`src/hdl/ebalu_consts.vh`:
```
`ifndef EBALU_CONSTS_VH
`define EBALU_CONSTS_VH
// Operation codes from the decoder.
`define EBALU_OP_W        5
`define EBALU_OP_NOP      5'h00
`define EBALU_OP_ADD      5'h01
`define EBALU_OP_ADC      5'h02
`define EBALU_OP_WADD     5'h03
`define EBALU_OP_SUB      5'h04
`define EBALU_OP_SUBK     5'h05
`define EBALU_OP_SUBB     5'h06
`define EBALU_OP_SUBBK    5'h07
`define EBALU_OP_WSUB     5'h08
`define EBALU_OP_AND      5'h09
`define EBALU_OP_ANDK     5'h0a
`define EBALU_OP_OR       5'h0b
`define EBALU_OP_ORK      5'h0c
`define EBALU_OP_XOR      5'h0d
`define EBALU_OP_COM      5'h0e
`define EBALU_OP_NEGATE   5'h0f
`define EBALU_OP_IOSET    5'h10
`define EBALU_OP_IOCLR    5'h11
`define EBALU_OP_SKIPHI   5'h12
`define EBALU_OP_SKIPLO   5'h13
// Status flag positions.
`define EBALU_F_C         0
`define EBALU_F_Z         1
`define EBALU_F_N         2
`define EBALU_F_V         3
`define EBALU_F_S         4
`define EBALU_F_H         5
`define EBALU_FLAGS_W     6
`define EBALU_FLAGS_RST   6'h00
// Low io space reachable by bit instructions.
`define EBALU_IO_ADDR_W   6
`define EBALU_IO_BIT_MAX  6'h1f
`define EBALU_IO_SPACE    32
`define EBALU_IO_IDX_MSB  4
// Word state machine.
`define EBALU_ST_IDLE     1'b0
`define EBALU_ST_HIGH     1'b1
`define EBALU_BYTE_ZERO   8'h00
`define EBALU_BYTE_ONES   8'hff
`define EBALU_BYTE_MIN    8'h80
`define EBALU_MSB         7
`define EBALU_HNIB        3
`endif

```
`src/hdl/ebalu_core.v`:
```
// How it works
// - Add and add-with-carry store the byte sum and set Z,C,N,V,H in one clock.
// - Word add of a constant to a register pair takes two clocks, sets Z,C,N,V,S.
// - Subtract register or constant stores difference, sets Z,C,N,V,H in one clock.
// - Borrow subtract also removes the carry flag, sets Z,C,N,V,H in one clock.
// - Word subtract of a constant writes both halves over two clocks, sets Z,C,N,V,S.
// - Conjunction with register or constant writes result, changes only Z,N,V.
// - Disjunction and exclusive disjunction write result, change only Z,N,V.
// - Bit set and clear are accepted only for io addresses 0x00 to 0x1f.
// - Skip tests check one chosen bit of a low io register.
// - Bit set and clear change only the addressed bit.
// - Some status flags clear when a one is written, a zero leaves them, unless a bit set or clear comes in the same clock.
`timescale 1ns/10ps
`include "ebalu_consts.vh"
module ebalu_core
(
  input  wire                        clk_i,
  input  wire                        rst_n_i,
  input  wire                        start_i,
  input  wire [`EBALU_OP_W-1:0]      op_i,
  input  wire [7:0]                  rd_i,
  input  wire [7:0]                  rr_i,
  input  wire [7:0]                  rd_high_i,
  input  wire [7:0]                  imm_i,
  input  wire [`EBALU_IO_ADDR_W-1:0] io_addr_i,
  input  wire [2:0]                  io_bit_i,
  input  wire                        io_w1c_i,
  input  wire [7:0]                  io_w1c_mask_i,
  input  wire [`EBALU_IO_ADDR_W-1:0] io_rd_addr_i,
  output reg  [7:0]                  result_o,
  output reg                         wr_low_o,
  output reg                         wr_high_o,
  output reg  [`EBALU_FLAGS_W-1:0]   flags_o,
  output reg                         busy_o,
  output reg                         skip_o,
  output reg                         skip_valid_o,
  output reg                         io_reject_o,
  output wire [7:0]                  io_rd_data_o
);
  reg                       state_q;
  reg                       state_d;
  reg [7:0]                 word_hi_q;
  reg                       word_sub_q;
  reg                       word_c_q;
  reg                       word_zl_q;
  reg [7:0]                 res_d;
  reg [`EBALU_FLAGS_W-1:0]  flg_d;
  reg                       wl_d;
  reg                       wh_d;
  reg                       skip_d;
  reg                       skv_d;
  reg                       rej_d;
  reg [7:0]                 b;
  reg                       cin;
  reg                       is_sub;
  reg                       arith;
  reg                       logic_op;
  reg [7:0]                 lres;
  reg [8:0]                 sum;
  reg                       io_set;
  reg                       io_clr;
  reg                       io_ok;
  reg [7:0]                 wres;
  reg [8:0]                 wsum;
  reg                       wv;
  wire                      carry_q = flags_o[`EBALU_F_C];
  wire                      idle    = (state_q == `EBALU_ST_IDLE);
  wire [7:0]                io_byte;

  // Skip tests sample the io byte selected by io_rd_addr_i in the previous cycle.
  ebalu_io_bits u_io
  (
    .clk_i      (clk_i),
    .rst_n_i    (rst_n_i),
    .set_i      (io_set),
    .clr_i      (io_clr),
    .w1c_i      (io_w1c_i),
    .addr_i     (io_addr_i),
    .bit_i      (io_bit_i),
    .w1c_mask_i (io_w1c_mask_i),
    .rd_addr_i  (io_rd_addr_i),
    .rd_data_o  (io_byte)
  );
  assign io_rd_data_o = io_byte;

  always @*
  begin
    res_d    = result_o;
    flg_d    = flags_o;
    wl_d     = 1'b0;
    wh_d     = 1'b0;
    skip_d   = 1'b0;
    skv_d    = 1'b0;
    rej_d    = 1'b0;
    state_d  = state_q;
    b        = rr_i;
    cin      = 1'b0;
    is_sub   = 1'b0;
    arith    = 1'b0;
    logic_op = 1'b0;
    lres     = `EBALU_BYTE_ZERO;
    sum      = 9'h000;
    io_ok    = (io_addr_i <= `EBALU_IO_BIT_MAX);
    io_set   = 1'b0;
    io_clr   = 1'b0;
    wres     = `EBALU_BYTE_ZERO;
    wsum     = 9'h000;
    wv       = 1'b0;
    if (!idle)
    begin
      // Second clock of a word operation: carry into the high byte.
      if (word_sub_q)
        wsum = {1'b0, word_hi_q} - {8'h00, word_c_q};
      else
        wsum = {1'b0, word_hi_q} + {8'h00, word_c_q};
      wres = wsum[7:0];
      wv   = word_sub_q ? (word_hi_q[`EBALU_MSB] & ~wres[`EBALU_MSB])
                        : (~word_hi_q[`EBALU_MSB] & wres[`EBALU_MSB]);
      res_d = wres;
      wh_d  = 1'b1;
      flg_d[`EBALU_F_C] = word_sub_q ? (wres[`EBALU_MSB] & ~word_hi_q[`EBALU_MSB])
                                     : (~wres[`EBALU_MSB] & word_hi_q[`EBALU_MSB]);
      flg_d[`EBALU_F_Z] = word_zl_q & (wres == `EBALU_BYTE_ZERO);
      flg_d[`EBALU_F_N] = wres[`EBALU_MSB];
      flg_d[`EBALU_F_V] = wv;
      flg_d[`EBALU_F_S] = wres[`EBALU_MSB] ^ wv;
      state_d = `EBALU_ST_IDLE;
    end
    else if (start_i)
    begin
      case (op_i)
        `EBALU_OP_ADD:  arith = 1'b1;
        `EBALU_OP_ADC:
        begin
          arith = 1'b1;
          cin   = carry_q;
        end
        `EBALU_OP_SUB:
        begin
          arith  = 1'b1;
          is_sub = 1'b1;
        end
        `EBALU_OP_SUBK:
        begin
          arith  = 1'b1;
          is_sub = 1'b1;
          b      = imm_i;
        end
        `EBALU_OP_SUBB:
        begin
          arith  = 1'b1;
          is_sub = 1'b1;
          cin    = carry_q;
        end
        `EBALU_OP_SUBBK:
        begin
          arith  = 1'b1;
          is_sub = 1'b1;
          b      = imm_i;
          cin    = carry_q;
        end
        `EBALU_OP_NEGATE:
        begin
          // Negation is zero minus the operand, so it shares the subtractor.
          arith  = 1'b1;
          is_sub = 1'b1;
        end
        `EBALU_OP_WADD, `EBALU_OP_WSUB:
        begin
          if (op_i == `EBALU_OP_WSUB)
            sum = {1'b0, rd_i} - {1'b0, imm_i};
          else
            sum = {1'b0, rd_i} + {1'b0, imm_i};
          res_d   = sum[7:0];
          wl_d    = 1'b1;
          state_d = `EBALU_ST_HIGH;
        end
        `EBALU_OP_AND:
        begin
          logic_op = 1'b1;
          lres     = rd_i & rr_i;
        end
        `EBALU_OP_ANDK:
        begin
          logic_op = 1'b1;
          lres     = rd_i & imm_i;
        end
        `EBALU_OP_OR:
        begin
          logic_op = 1'b1;
          lres     = rd_i | rr_i;
        end
        `EBALU_OP_ORK:
        begin
          logic_op = 1'b1;
          lres     = rd_i | imm_i;
        end
        `EBALU_OP_XOR:
        begin
          logic_op = 1'b1;
          lres     = rd_i ^ rr_i;
        end
        `EBALU_OP_COM:
        begin
          lres  = `EBALU_BYTE_ONES - rd_i;
          res_d = lres;
          wl_d  = 1'b1;
          flg_d[`EBALU_F_Z] = (lres == `EBALU_BYTE_ZERO);
          flg_d[`EBALU_F_N] = lres[`EBALU_MSB];
          flg_d[`EBALU_F_V] = 1'b0;
          flg_d[`EBALU_F_C] = 1'b1;
          flg_d[`EBALU_F_S] = lres[`EBALU_MSB];
        end
        `EBALU_OP_IOSET:
        begin
          io_set = io_ok;
          rej_d  = ~io_ok;
        end
        `EBALU_OP_IOCLR:
        begin
          io_clr = io_ok;
          rej_d  = ~io_ok;
        end
        `EBALU_OP_SKIPHI:
        begin
          skv_d  = io_ok;
          rej_d  = ~io_ok;
          skip_d = io_ok & io_byte[io_bit_i];
        end
        `EBALU_OP_SKIPLO:
        begin
          skv_d  = io_ok;
          rej_d  = ~io_ok;
          skip_d = io_ok & ~io_byte[io_bit_i];
        end
        default: ;
      endcase
      if (arith)
      begin
        if (op_i == `EBALU_OP_NEGATE)
          sum = {1'b0, `EBALU_BYTE_ZERO} - {1'b0, rd_i};
        else if (is_sub)
          sum = {1'b0, rd_i} - {1'b0, b} - {8'h00, cin};
        else
          sum = {1'b0, rd_i} + {1'b0, b} + {8'h00, cin};
        res_d = sum[7:0];
        wl_d  = 1'b1;
        flg_d[`EBALU_F_C] = sum[8];
        flg_d[`EBALU_F_Z] = (sum[7:0] == `EBALU_BYTE_ZERO);
        flg_d[`EBALU_F_N] = sum[`EBALU_MSB];
        if (op_i == `EBALU_OP_NEGATE)
        begin
          flg_d[`EBALU_F_V] = (sum[7:0] == `EBALU_BYTE_MIN);
          flg_d[`EBALU_F_H] = sum[`EBALU_HNIB] | rd_i[`EBALU_HNIB];
        end
        else if (is_sub)
        begin
          flg_d[`EBALU_F_V] = (rd_i[`EBALU_MSB] & ~b[`EBALU_MSB] & ~sum[`EBALU_MSB]) |
                              (~rd_i[`EBALU_MSB] & b[`EBALU_MSB] & sum[`EBALU_MSB]);
          flg_d[`EBALU_F_H] = (~rd_i[`EBALU_HNIB] & b[`EBALU_HNIB]) |
                              (b[`EBALU_HNIB] & sum[`EBALU_HNIB]) |
                              (sum[`EBALU_HNIB] & ~rd_i[`EBALU_HNIB]);
        end
        else
        begin
          flg_d[`EBALU_F_V] = (rd_i[`EBALU_MSB] & b[`EBALU_MSB] & ~sum[`EBALU_MSB]) |
                              (~rd_i[`EBALU_MSB] & ~b[`EBALU_MSB] & sum[`EBALU_MSB]);
          flg_d[`EBALU_F_H] = (rd_i[`EBALU_HNIB] & b[`EBALU_HNIB]) |
                              (b[`EBALU_HNIB] & ~sum[`EBALU_HNIB]) |
                              (~sum[`EBALU_HNIB] & rd_i[`EBALU_HNIB]);
        end
        flg_d[`EBALU_F_S] = flg_d[`EBALU_F_N] ^ flg_d[`EBALU_F_V];
      end
      if (logic_op)
      begin
        // Logic operations touch only Z, N and V; S keeps its earlier value.
        res_d = lres;
        wl_d  = 1'b1;
        flg_d[`EBALU_F_Z] = (lres == `EBALU_BYTE_ZERO);
        flg_d[`EBALU_F_N] = lres[`EBALU_MSB];
        flg_d[`EBALU_F_V] = 1'b0;
      end
    end
  end

  always @(posedge clk_i or negedge rst_n_i)
  begin
    if (!rst_n_i)
    begin
      state_q      <= `EBALU_ST_IDLE;
      word_hi_q    <= `EBALU_BYTE_ZERO;
      word_sub_q   <= 1'b0;
      word_c_q     <= 1'b0;
      word_zl_q    <= 1'b0;
      result_o     <= `EBALU_BYTE_ZERO;
      wr_low_o     <= 1'b0;
      wr_high_o    <= 1'b0;
      flags_o      <= `EBALU_FLAGS_RST;
      busy_o       <= 1'b0;
      skip_o       <= 1'b0;
      skip_valid_o <= 1'b0;
      io_reject_o  <= 1'b0;
    end
    else
    begin
      state_q      <= state_d;
      result_o     <= res_d;
      wr_low_o     <= wl_d;
      wr_high_o    <= wh_d;
      flags_o      <= flg_d;
      busy_o       <= (state_d == `EBALU_ST_HIGH);
      skip_o       <= skip_d;
      skip_valid_o <= skv_d;
      io_reject_o  <= rej_d;
      if (idle && start_i && (op_i == `EBALU_OP_WADD || op_i == `EBALU_OP_WSUB))
      begin
        word_hi_q  <= rd_high_i;
        word_sub_q <= (op_i == `EBALU_OP_WSUB);
        word_c_q   <= sum[8];
        word_zl_q  <= (sum[7:0] == `EBALU_BYTE_ZERO);
      end
    end
  end
endmodule // ebalu_core

```
`src/hdl/ebalu_io_bits.v`:
```
`timescale 1ns/10ps
`include "ebalu_consts.vh"
// Low io space held bit by bit, so a bit write touches nothing else.
module ebalu_io_bits
(
  input  wire                        clk_i,
  input  wire                        rst_n_i,
  input  wire                        set_i,
  input  wire                        clr_i,
  input  wire                        w1c_i,
  input  wire [`EBALU_IO_ADDR_W-1:0] addr_i,
  input  wire [2:0]                  bit_i,
  input  wire [7:0]                  w1c_mask_i,
  input  wire [`EBALU_IO_ADDR_W-1:0] rd_addr_i,
  output reg  [7:0]                  rd_data_o
);
  reg [7:0] mem_q [0:`EBALU_IO_SPACE-1];
  integer   i;

  always @(posedge clk_i or negedge rst_n_i)
  begin
    if (!rst_n_i)
    begin
      for (i = 0; i < `EBALU_IO_SPACE; i = i + 1)
        mem_q[i] <= `EBALU_BYTE_ZERO;
      rd_data_o <= `EBALU_BYTE_ZERO;
    end
    else
    begin
      if (set_i)
        mem_q[addr_i[`EBALU_IO_IDX_MSB:0]][bit_i] <= 1'b1;
      else if (clr_i)
        mem_q[addr_i[`EBALU_IO_IDX_MSB:0]][bit_i] <= 1'b0;
      else if (w1c_i)
        mem_q[addr_i[`EBALU_IO_IDX_MSB:0]] <= mem_q[addr_i[`EBALU_IO_IDX_MSB:0]] & ~w1c_mask_i;
      rd_data_o <= mem_q[rd_addr_i[`EBALU_IO_IDX_MSB:0]];
    end
  end
endmodule // ebalu_io_bits

```
`config.mk`:
```
export PLATFORM = sky130hd
export DESIGN_NAME = ebalu_core
export DESIGN_NICKNAME = d
export VERILOG_FILES = /design/src/hdl/ebalu_core.v /design/src/hdl/ebalu_io_bits.v
export VERILOG_INCLUDE_DIRS = /design/src /design/src/hdl
export SDC_FILE = /design/constraint.sdc
export NUM_CORES = 1
export LEC_CHECK = 0
export BUFFER_PORTS_ARGS = -buffer_cell sky130_fd_sc_hd__buf_2
export CAP_MARGIN = 20
export CORE_MARGIN = 2
export CORE_UTILIZATION = 40
export CTS_BUF_LIST = sky130_fd_sc_hd__clkbuf_8
export CTS_CLUSTER_DIAMETER = 30
export CTS_CLUSTER_SIZE = 28
export DETAILED_ROUTE_END_ITERATION = 7
export PLACE_DENSITY = 0.64
export SLEW_MARGIN = 30
export SYNTH_ARGS = -nofsm -noshare
export SYNTH_HDL_FRONTEND = slang
export SYNTH_SLANG_ARGS = --single-unit
```
`constraint.sdc`:
```
create_clock -name clk_i -period 9.43 [get_ports clk_i]
set_clock_uncertainty 0.2 [all_clocks]
set_input_delay 0.4715 -clock clk_i [delete_from_list [all_inputs] [get_ports clk_i]]
set_output_delay 0.4715 -clock clk_i [all_outputs]
set_load 0.03 [all_outputs]
```
==> results.yml, run 1 <==
sta:
  final.period_utilization: 0.4953
  timing_worst_slew_pin_value_ns: 1.009
  totalNegativeSetupSlack_ns: 0
  final_period_minus_worst_setup_slack_ns: 4.671
  finalMaxSlewViolations: 0
  fmaxAchievable_ghz: 0.2141
  final_hold_fails: 0
  finalSetupViolCount: 0
  setup_slack_ns: 4.759
  rsz0062_at_grt: "false"
  worst_slew_margin_rel: 0.3241
power:
  power_per_cell_area_mw_per_mm2: 143.1
  power.leakage_nw: 11.33
  power.ir.vdd_worst_v: 0.00007043
  totalPowerFinal_mw: 4.103
floorplan:
  die_outline_area_mm2: 0.06591
  fp-row-count: 92
  die-height_um: 256.7
  core-area_mm2: 0.06308
  die_width_um: 256.7
  start_util: 0.4050
  top_level_ports: 92
synthesis:
  synth.net_count: 3626
  syn_avg_cell_area_um2: 7.271
  ys_seq_elements: 295
  synthesis.area_mm2: 0.02555
  asyncSetResetFlopFracSynth: 1.000
  synth_top_flop_cell: "sky130_fd_sc_hd__dfrtp_1"
  synth_sequential_area_ratio: 0.2889
  synth.distinct_cells: 75
  yosysWarnings: 0
  synth_enable_flop_cells: 0
  synth_cells: 3514
worst_setup_path:
  timing.critical_path.max_delay_family: "simple AND/OR/NAND/NOR gates"
  start_kind: "primary input"
  timing.critical_path.to_type: "register"
  critical_path_s_largest_stage_delay_ns: 0.65
  worst-setup-path-type: "in -> reg"
  crit_path_max_fo: 28
  crit_path_cell_trace: "buf_2, nor3b_2, and2_1, mux2_2, ha_1, inv_1, ha_1, nor4b_1, a211oi_1, a21o_1, a21o_1, xor2_1, o211ai_1, mux2_2, o21ai_0"
  critical-path-slowest-cell: "sky130_fd_sc_hd__nor3b_2"
  cp_data_required_time_ns: 9.83
  cp_data_arrival_time_ns: 5.07
  path_buf_inv: 2
  r2r.worst_path.cells: 9
  path_depth: 15
drt:
  route.detailed.wl_per_inst_um: 23.04
  drt_iter0_drc: 4039
  avgViaCountPerCell: 6.236
  first_pass_iters: 6
  wl_um: 101600
  via_count: 27510
  detail_route.drc_violations: 0
  postRouteAntennaNets: 0
clock_network:
  cts.htree.levels: 3
  cts-buffers-inserted: 92
  clk_latency_ns: 0.70
  cts.repair.resized: 0
  clkSlewWorstSetupHoldPaths_ns: 0.05
  clock_sink_count: 295
  clock-root-buffer: "sky130_fd_sc_hd__clkbuf_8"
  clock_path_buffers: 3
  tritoncts_clock_tree: "done"
final_layout:
  antenna_cells: 0
  layout_commonest_cell: "sky130_fd_sc_hd__nor2_1"
  finalNonFillerCells: 4411
  area_growth_syn_to_layout_pct: 12.24
  nets: 3603
  final_cell_mix: "sky130_fd_sc_hd__nor2_1 (848), sky130_fd_sc_hd__a21oi_1 (542), sky130_fd_sc_hd__nand2_1 (414)"
  drive_gt1_frac: 0.1405
global_route:
  grt_start_max_net_pins: 122
  grt_pass1_wl_um: 153800
  grt_overflow: 0
  first_global_vias: 24660
  grtUsageTotal: 0.3013
  grt_antenna_before_repair: 3
min_path:
  hold_depth: 3
  min-delay-path-class: "in -> reg"
placement:
  routabilityCongestion: 0.9272
  pre_cts_slack_ns: 4.082
  port_buffers: 90
  number_of_placed_instances_taps_included: 4231
  dpl.hpwl_um: 64060
outcome:
  run_status: "finished, final reports clean"
job:
  max_cap_viol_count: 0
## layout make-up
type	instances	area, µm²
clock buffer	108	1486
clock inverter	60	525.5
fill	6335	34400
inverter	45	168.9
multi-input combinational	2911	17100
sequential	295	7382
tap	846	1059
timing repair buffer	146	957.2
## worst min-delay path: cells and delay by family
kind / cells / cell delay, ns
compound gates: 2 / 0.26
buf+inv: 1 / 0.15
## through the flow
step	hold slack, ns	util	cell area [µm²]
2_1_floorplan	-0.02409	-	25550
3_3_place_gp	0.2243	0.4200	26500
3_5_place_dp	0.2260	0.4201	26500
4_1_cts	0.003020	0.4538	28630
5_1_grt	0.03616	0.4546	28680
6_report	0.04805	0.4546	28680
## final timing paths
path	startpoint	endpoint	slack [ns]
worst min-delay path	start_i	flags_o[3]	0.05
worst max-delay path	op_i[2]	flags_o[4]	4.76
min in group asynchronous	rst_n_i	word_zl_q	0.11
max in group asynchronous	rst_n_i	u_io.mem_q[161]	6.87
worst min register to register	word_hi_q[2]	word_hi_q[2]	0.29
worst max register to register	state_q	u_io.mem_q[167]	5.06
## kinds of logic (layout without fill, tap and decap cells)
| family | count (synthesis) | in the layout | synth area share |
|---|---|---|---|
| buf+inv | 308 | 359 | 0.04975 |
| xor+xnor | 43 | 43 | 0.01474 |
| fa+ha+maj | 48 | 48 | 0.02527 |
| compound gates | 971 | 971 | 0.2067 |
| flops | 295 | 295 | 0.2889 |
| simple gates | 1674 | 1674 | 0.2747 |
| mux | 175 | 175 | 0.1399 |
## state kept, by name (all words and copies together), names as in the netlist
signal          flops
flags_o             6
io_reject_o         1
result_o            8
skip_o              1
skip_valid_o        1
state_q             1
u_io.mem_q        256
u_io.rd_data_o      8
word_c_q            1
word_hi_q           8
word_sub_q          1
word_zl_q           1
wr_high_o           1
wr_low_o            1
## power by group
| group | switching, mW | leakage [nW] | internal, mW |
|---|---|---|---|
| clock network | 0.792 | 1.11 | 1.29 |
| logic | 0.473 | 6.14 | 0.232 |
| registers | 0.0227 | 4.08 | 1.30 |
| total | 1.29 | 11.3 | 2.82 |
## synthesized netlist by cell type (7+ instances only)
cell	instances	area (µm²)
sky130_fd_sc_hd__a21oi_1	542	2713
sky130_fd_sc_hd__a221oi_1	17	148.9
sky130_fd_sc_hd__a22o_1	10	87.58
sky130_fd_sc_hd__a22oi_1	20	150.1
sky130_fd_sc_hd__a31oi_1	22	137.6
sky130_fd_sc_hd__buf_1	24	90.09
sky130_fd_sc_hd__buf_2	56	280.3
sky130_fd_sc_hd__clkbuf_1	175	656.9
sky130_fd_sc_hd__dfrtp_1	295	7382
sky130_fd_sc_hd__ha_1	42	525.5
sky130_fd_sc_hd__inv_1	43	161.4
sky130_fd_sc_hd__mux2_2	17	191.4
sky130_fd_sc_hd__mux2i_1	14	140.1
sky130_fd_sc_hd__mux4_2	144	3243
sky130_fd_sc_hd__nand2_1	414	1554
sky130_fd_sc_hd__nand2b_1	10	62.56
sky130_fd_sc_hd__nand3_1	70	350.3
sky130_fd_sc_hd__nand3b_1	8	60.06
sky130_fd_sc_hd__nand4_1	8	50.05
sky130_fd_sc_hd__nor2_1	852	3198
sky130_fd_sc_hd__nor2_2	10	62.56
sky130_fd_sc_hd__nor3_1	234	1171
sky130_fd_sc_hd__nor3b_1	8	60.06
sky130_fd_sc_hd__o211ai_1	9	67.56
sky130_fd_sc_hd__o21ai_0	289	1446
sky130_fd_sc_hd__or3_1	7	43.79
sky130_fd_sc_hd__xnor2_1	23	201.4
sky130_fd_sc_hd__xor2_1	20	175.2
## what timing repair did
item / in CTS / in global routing
buffers inserted: 0 / 0
hold buffers: 11 / 0
hold endpoints to repair: 70 / 0
## layer usage
metal / global-route usage / vias up / wire, µm
met4: 0.1082 / 6 / 3829
met1: 0.4336 / 13040 / 41530
met2: 0.4170 / 1831 / 41550
met5: 0 / - / 38
met3: 0.1008 / 258 / 14690
li1: - / 12370 / -
Note: power is estimated with default switching activity, not from simulation.
==> run 2: changes to the inputs <==
- clock period: 9.43 -> 4.3 ns (I/O delays scaled with it)
==> run 2 against run 1 <==
Effect of this change:
- first-iteration DRC count increased by 6.5%
- highest routed layer unchanged
- power increased by 130%
- the run now ends with negative hold slack left
- hold slack got worse by 0.12 ns
- non-clock buffer count increased by 140
- flip-flop and latch count unchanged
- clock-buffer cell count increased by 9
- sequential share of layout area decreased by 1.2 points
- clock power increased by 140%
- final cell count increased by 3.4%
- sequential power increased by 120%
- setup slack got worse by 4.4 ns
==> results.yml, run 2 (same netlist as run 1, synthesis figures left out) <==
worst_setup_path:
  worstSetupEndpoint: "flags_o[5]"
  crit_path_max_fo: 7
  timing.critical_path.to_type: "register"
  timing.critical_path.from: "op_i[4]"
  cp_data_arrival_time_ns: 4.32
  cp_data_required_time_ns: 4.67
  r2r.worst_path.cells: 14
  worst-setup-path-type: "in -> reg"
  worst_r2r_endpoint: "flags_o[5]"
  worst_r2r_start: "flags_o[0]"
  reg2reg_slack_ns: 0.38
  start_kind: "primary input"
drt:
  avgViaCountPerCell: 6.211
  route.detailed.wl_per_inst_um: 23.10
  via_count: 28320
  postRouteAntennaNets: 0
  wl_um: 105300
  drt_iter0_drc: 4302
  first_pass_iters: 6
  detail_route.drc_violations: 0
clock_network:
  cts.htree.levels: 3
  clock_path_buffers: 3
  clock_sink_count: 295
  cts_setup_buffers: 0
  clkSlewWorstSetupHoldPaths_ns: 0.05
  clk_latency_ns: 0.70
  cts-buffers-inserted: 94
  tritoncts_clock_tree: "done"
  clock-root-buffer: "sky130_fd_sc_hd__clkbuf_8"
placement:
  routabilityCongestion: 0.9465
  dpl.hpwl_um: 68390
  port_buffers: 90
final_layout:
  final_cell_mix: "sky130_fd_sc_hd__nor2_1 (848), sky130_fd_sc_hd__a21oi_1 (542), sky130_fd_sc_hd__nand2_1 (413)"
  layout_commonest_cell: "sky130_fd_sc_hd__nor2_1"
  largest_register_ff_count: 256
  area_growth_syn_to_layout_pct: 17.72
  nets: 3745
  drive_gt1_frac: 0.1713
  largest-register: "u_io.mem_q"
floorplan:
  top_level_ports: 92
  core-area_mm2: 0.06308
  start_util: 0.4050
  die_outline_area_mm2: 0.06591
  fp-row-count: 92
  die_width_um: 256.7
  die-height_um: 256.7
global_route:
  grt_overflow: 0
  first_global_vias: 25870
  grt_pass1_wl_um: 159500
  grtUsageTotal: 0.3125
  grt_antenna_before_repair: 3
  grt_start_max_net_pins: 99
sta:
  worst_slew_margin_rel: 0.2801
  final_hold_fails: 26
  totalNegativeSetupSlack_ns: 0
  final.period_utilization: 0.9170
  final_period_minus_worst_setup_slack_ns: 3.943
  fmaxAchievable_ghz: 0.2536
  whs_ns: -0.07241
  finalMaxSlewViolations: 0
  finalSetupViolCount: 0
  timing_worst_slew_pin_value_ns: 1.080
  rsz0062_at_grt: "false"
job:
  max_cap_viol_count: 0
power:
  power.ir.vdd_worst_v: 0.0001660
  totalPowerFinal_mw: 9.431
  power.leakage_nw: 12.10
  power_per_cell_area_mw_per_mm2: 313.6
min_path:
  min-delay-path-class: "in -> async"
outcome:
  run_status: "complete, but fails checks"
  violations: "negative hold slack"
-- run 2: cell types whose count changed in the layout (fill, tap and decap cells not counted), moves of 3 or more --
cell / previous run / this run
sky130_fd_sc_hd__buf_4: 45 / 157
sky130_fd_sc_hd__dlygate4sd3_1: 11 / 28
sky130_fd_sc_hd__buf_12: 2 / 14
sky130_fd_sc_hd__clkbuf_8: 108 / 117
sky130_fd_sc_hd__inv_1: 61 / 55
sky130_fd_sc_hd__clkinv_2: 25 / 22
-- run 2: how the worst min path moves through the flow --
| stage | startpoint | end | slack [ns] |
|---|---|---|---|
| after global routing | rst_n_i | word_zl_q | 0.005 |
| after floorplan | rst_n_i | flags_o[0] | -0.28 |
| after CTS | rst_n_i | skip_o | 0.0005 |
| after detailed placement | rst_n_i | result_o[3] | 0.12 |
| final | rst_n_i | result_o[3] | -0.07 |
| after global placement | rst_n_i | word_zl_q | 0.12 |
-- run 2: metal layers --
layer	GRT usage	vias up	wire length, µm
met3	0.1041	342	15700
met4	0.1248	4	4497
li1	-	12650	-
met1	0.4322	13310	41250
met2	0.4477	2008	43860
met5	0	-	23
-- run 2: through the flow --
step	util	worst slack (ns)	instances	area, µm²
4_1_cts	0.4767	0.3665	4558	30070
2_1_floorplan	-	0.07618	3514	25550
6_report	0.4768	0.3571	4559	30080
3_3_place_gp	0.4374	0.2959	4355	27590
5_1_grt	0.4768	0.08211	4558	30080
3_5_place_dp	0.4374	0.2710	4355	27590
-- run 2: worst max-delay path, stage by stage --
cell and delay [ns]:
sky130_fd_sc_hd__dlygate4sd3_1 0.53, sky130_fd_sc_hd__buf_2 0.14, sky130_fd_sc_hd__nor3b_2 0.18, sky130_fd_sc_hd__and2_1 0.33, sky130_fd_sc_hd__mux2_2 0.40, sky130_fd_sc_hd__inv_1 0.07
sky130_fd_sc_hd__fa_1 0.44, sky130_fd_sc_hd__ha_1 0.20, sky130_fd_sc_hd__o21ai_0 0.28, sky130_fd_sc_hd__nand3b_1 0.14, sky130_fd_sc_hd__xnor2_1 0.15, sky130_fd_sc_hd__o221a_2 0.27
sky130_fd_sc_hd__a21oi_1 0.05, sky130_fd_sc_hd__o21ai_0 0.15, sky130_fd_sc_hd__dlygate4sd3_1 0.56, sky130_fd_sc_hd__a21oi_1 0.06, sky130_fd_sc_hd__a21o_1 0.15
-- run 2: report_power, final --
part	total, mW	switching (mW)	internal [mW]
clock	4.93	1.80	3.13
combinational	1.61	1.05	0.558
sequential	2.89	0.0492	2.84
-- run 2: timing repair --
action                    4_1_cts  5_1_grt
hold buffers                   28        0
hold endpoints to repair      201        0
resized for setup               0        0
-- run 2: layout make-up --
type                    instances  area (µm²)
inverters                      45       168.9
clock buffers                 117        1610
repair buffers                286        2191
diodes                          1       2.502
multi-input cells            2911       17080
flip-flops and latches        295        7382
fillers                      6285       33000
clock inverters                58       589.3
well taps                     846        1059
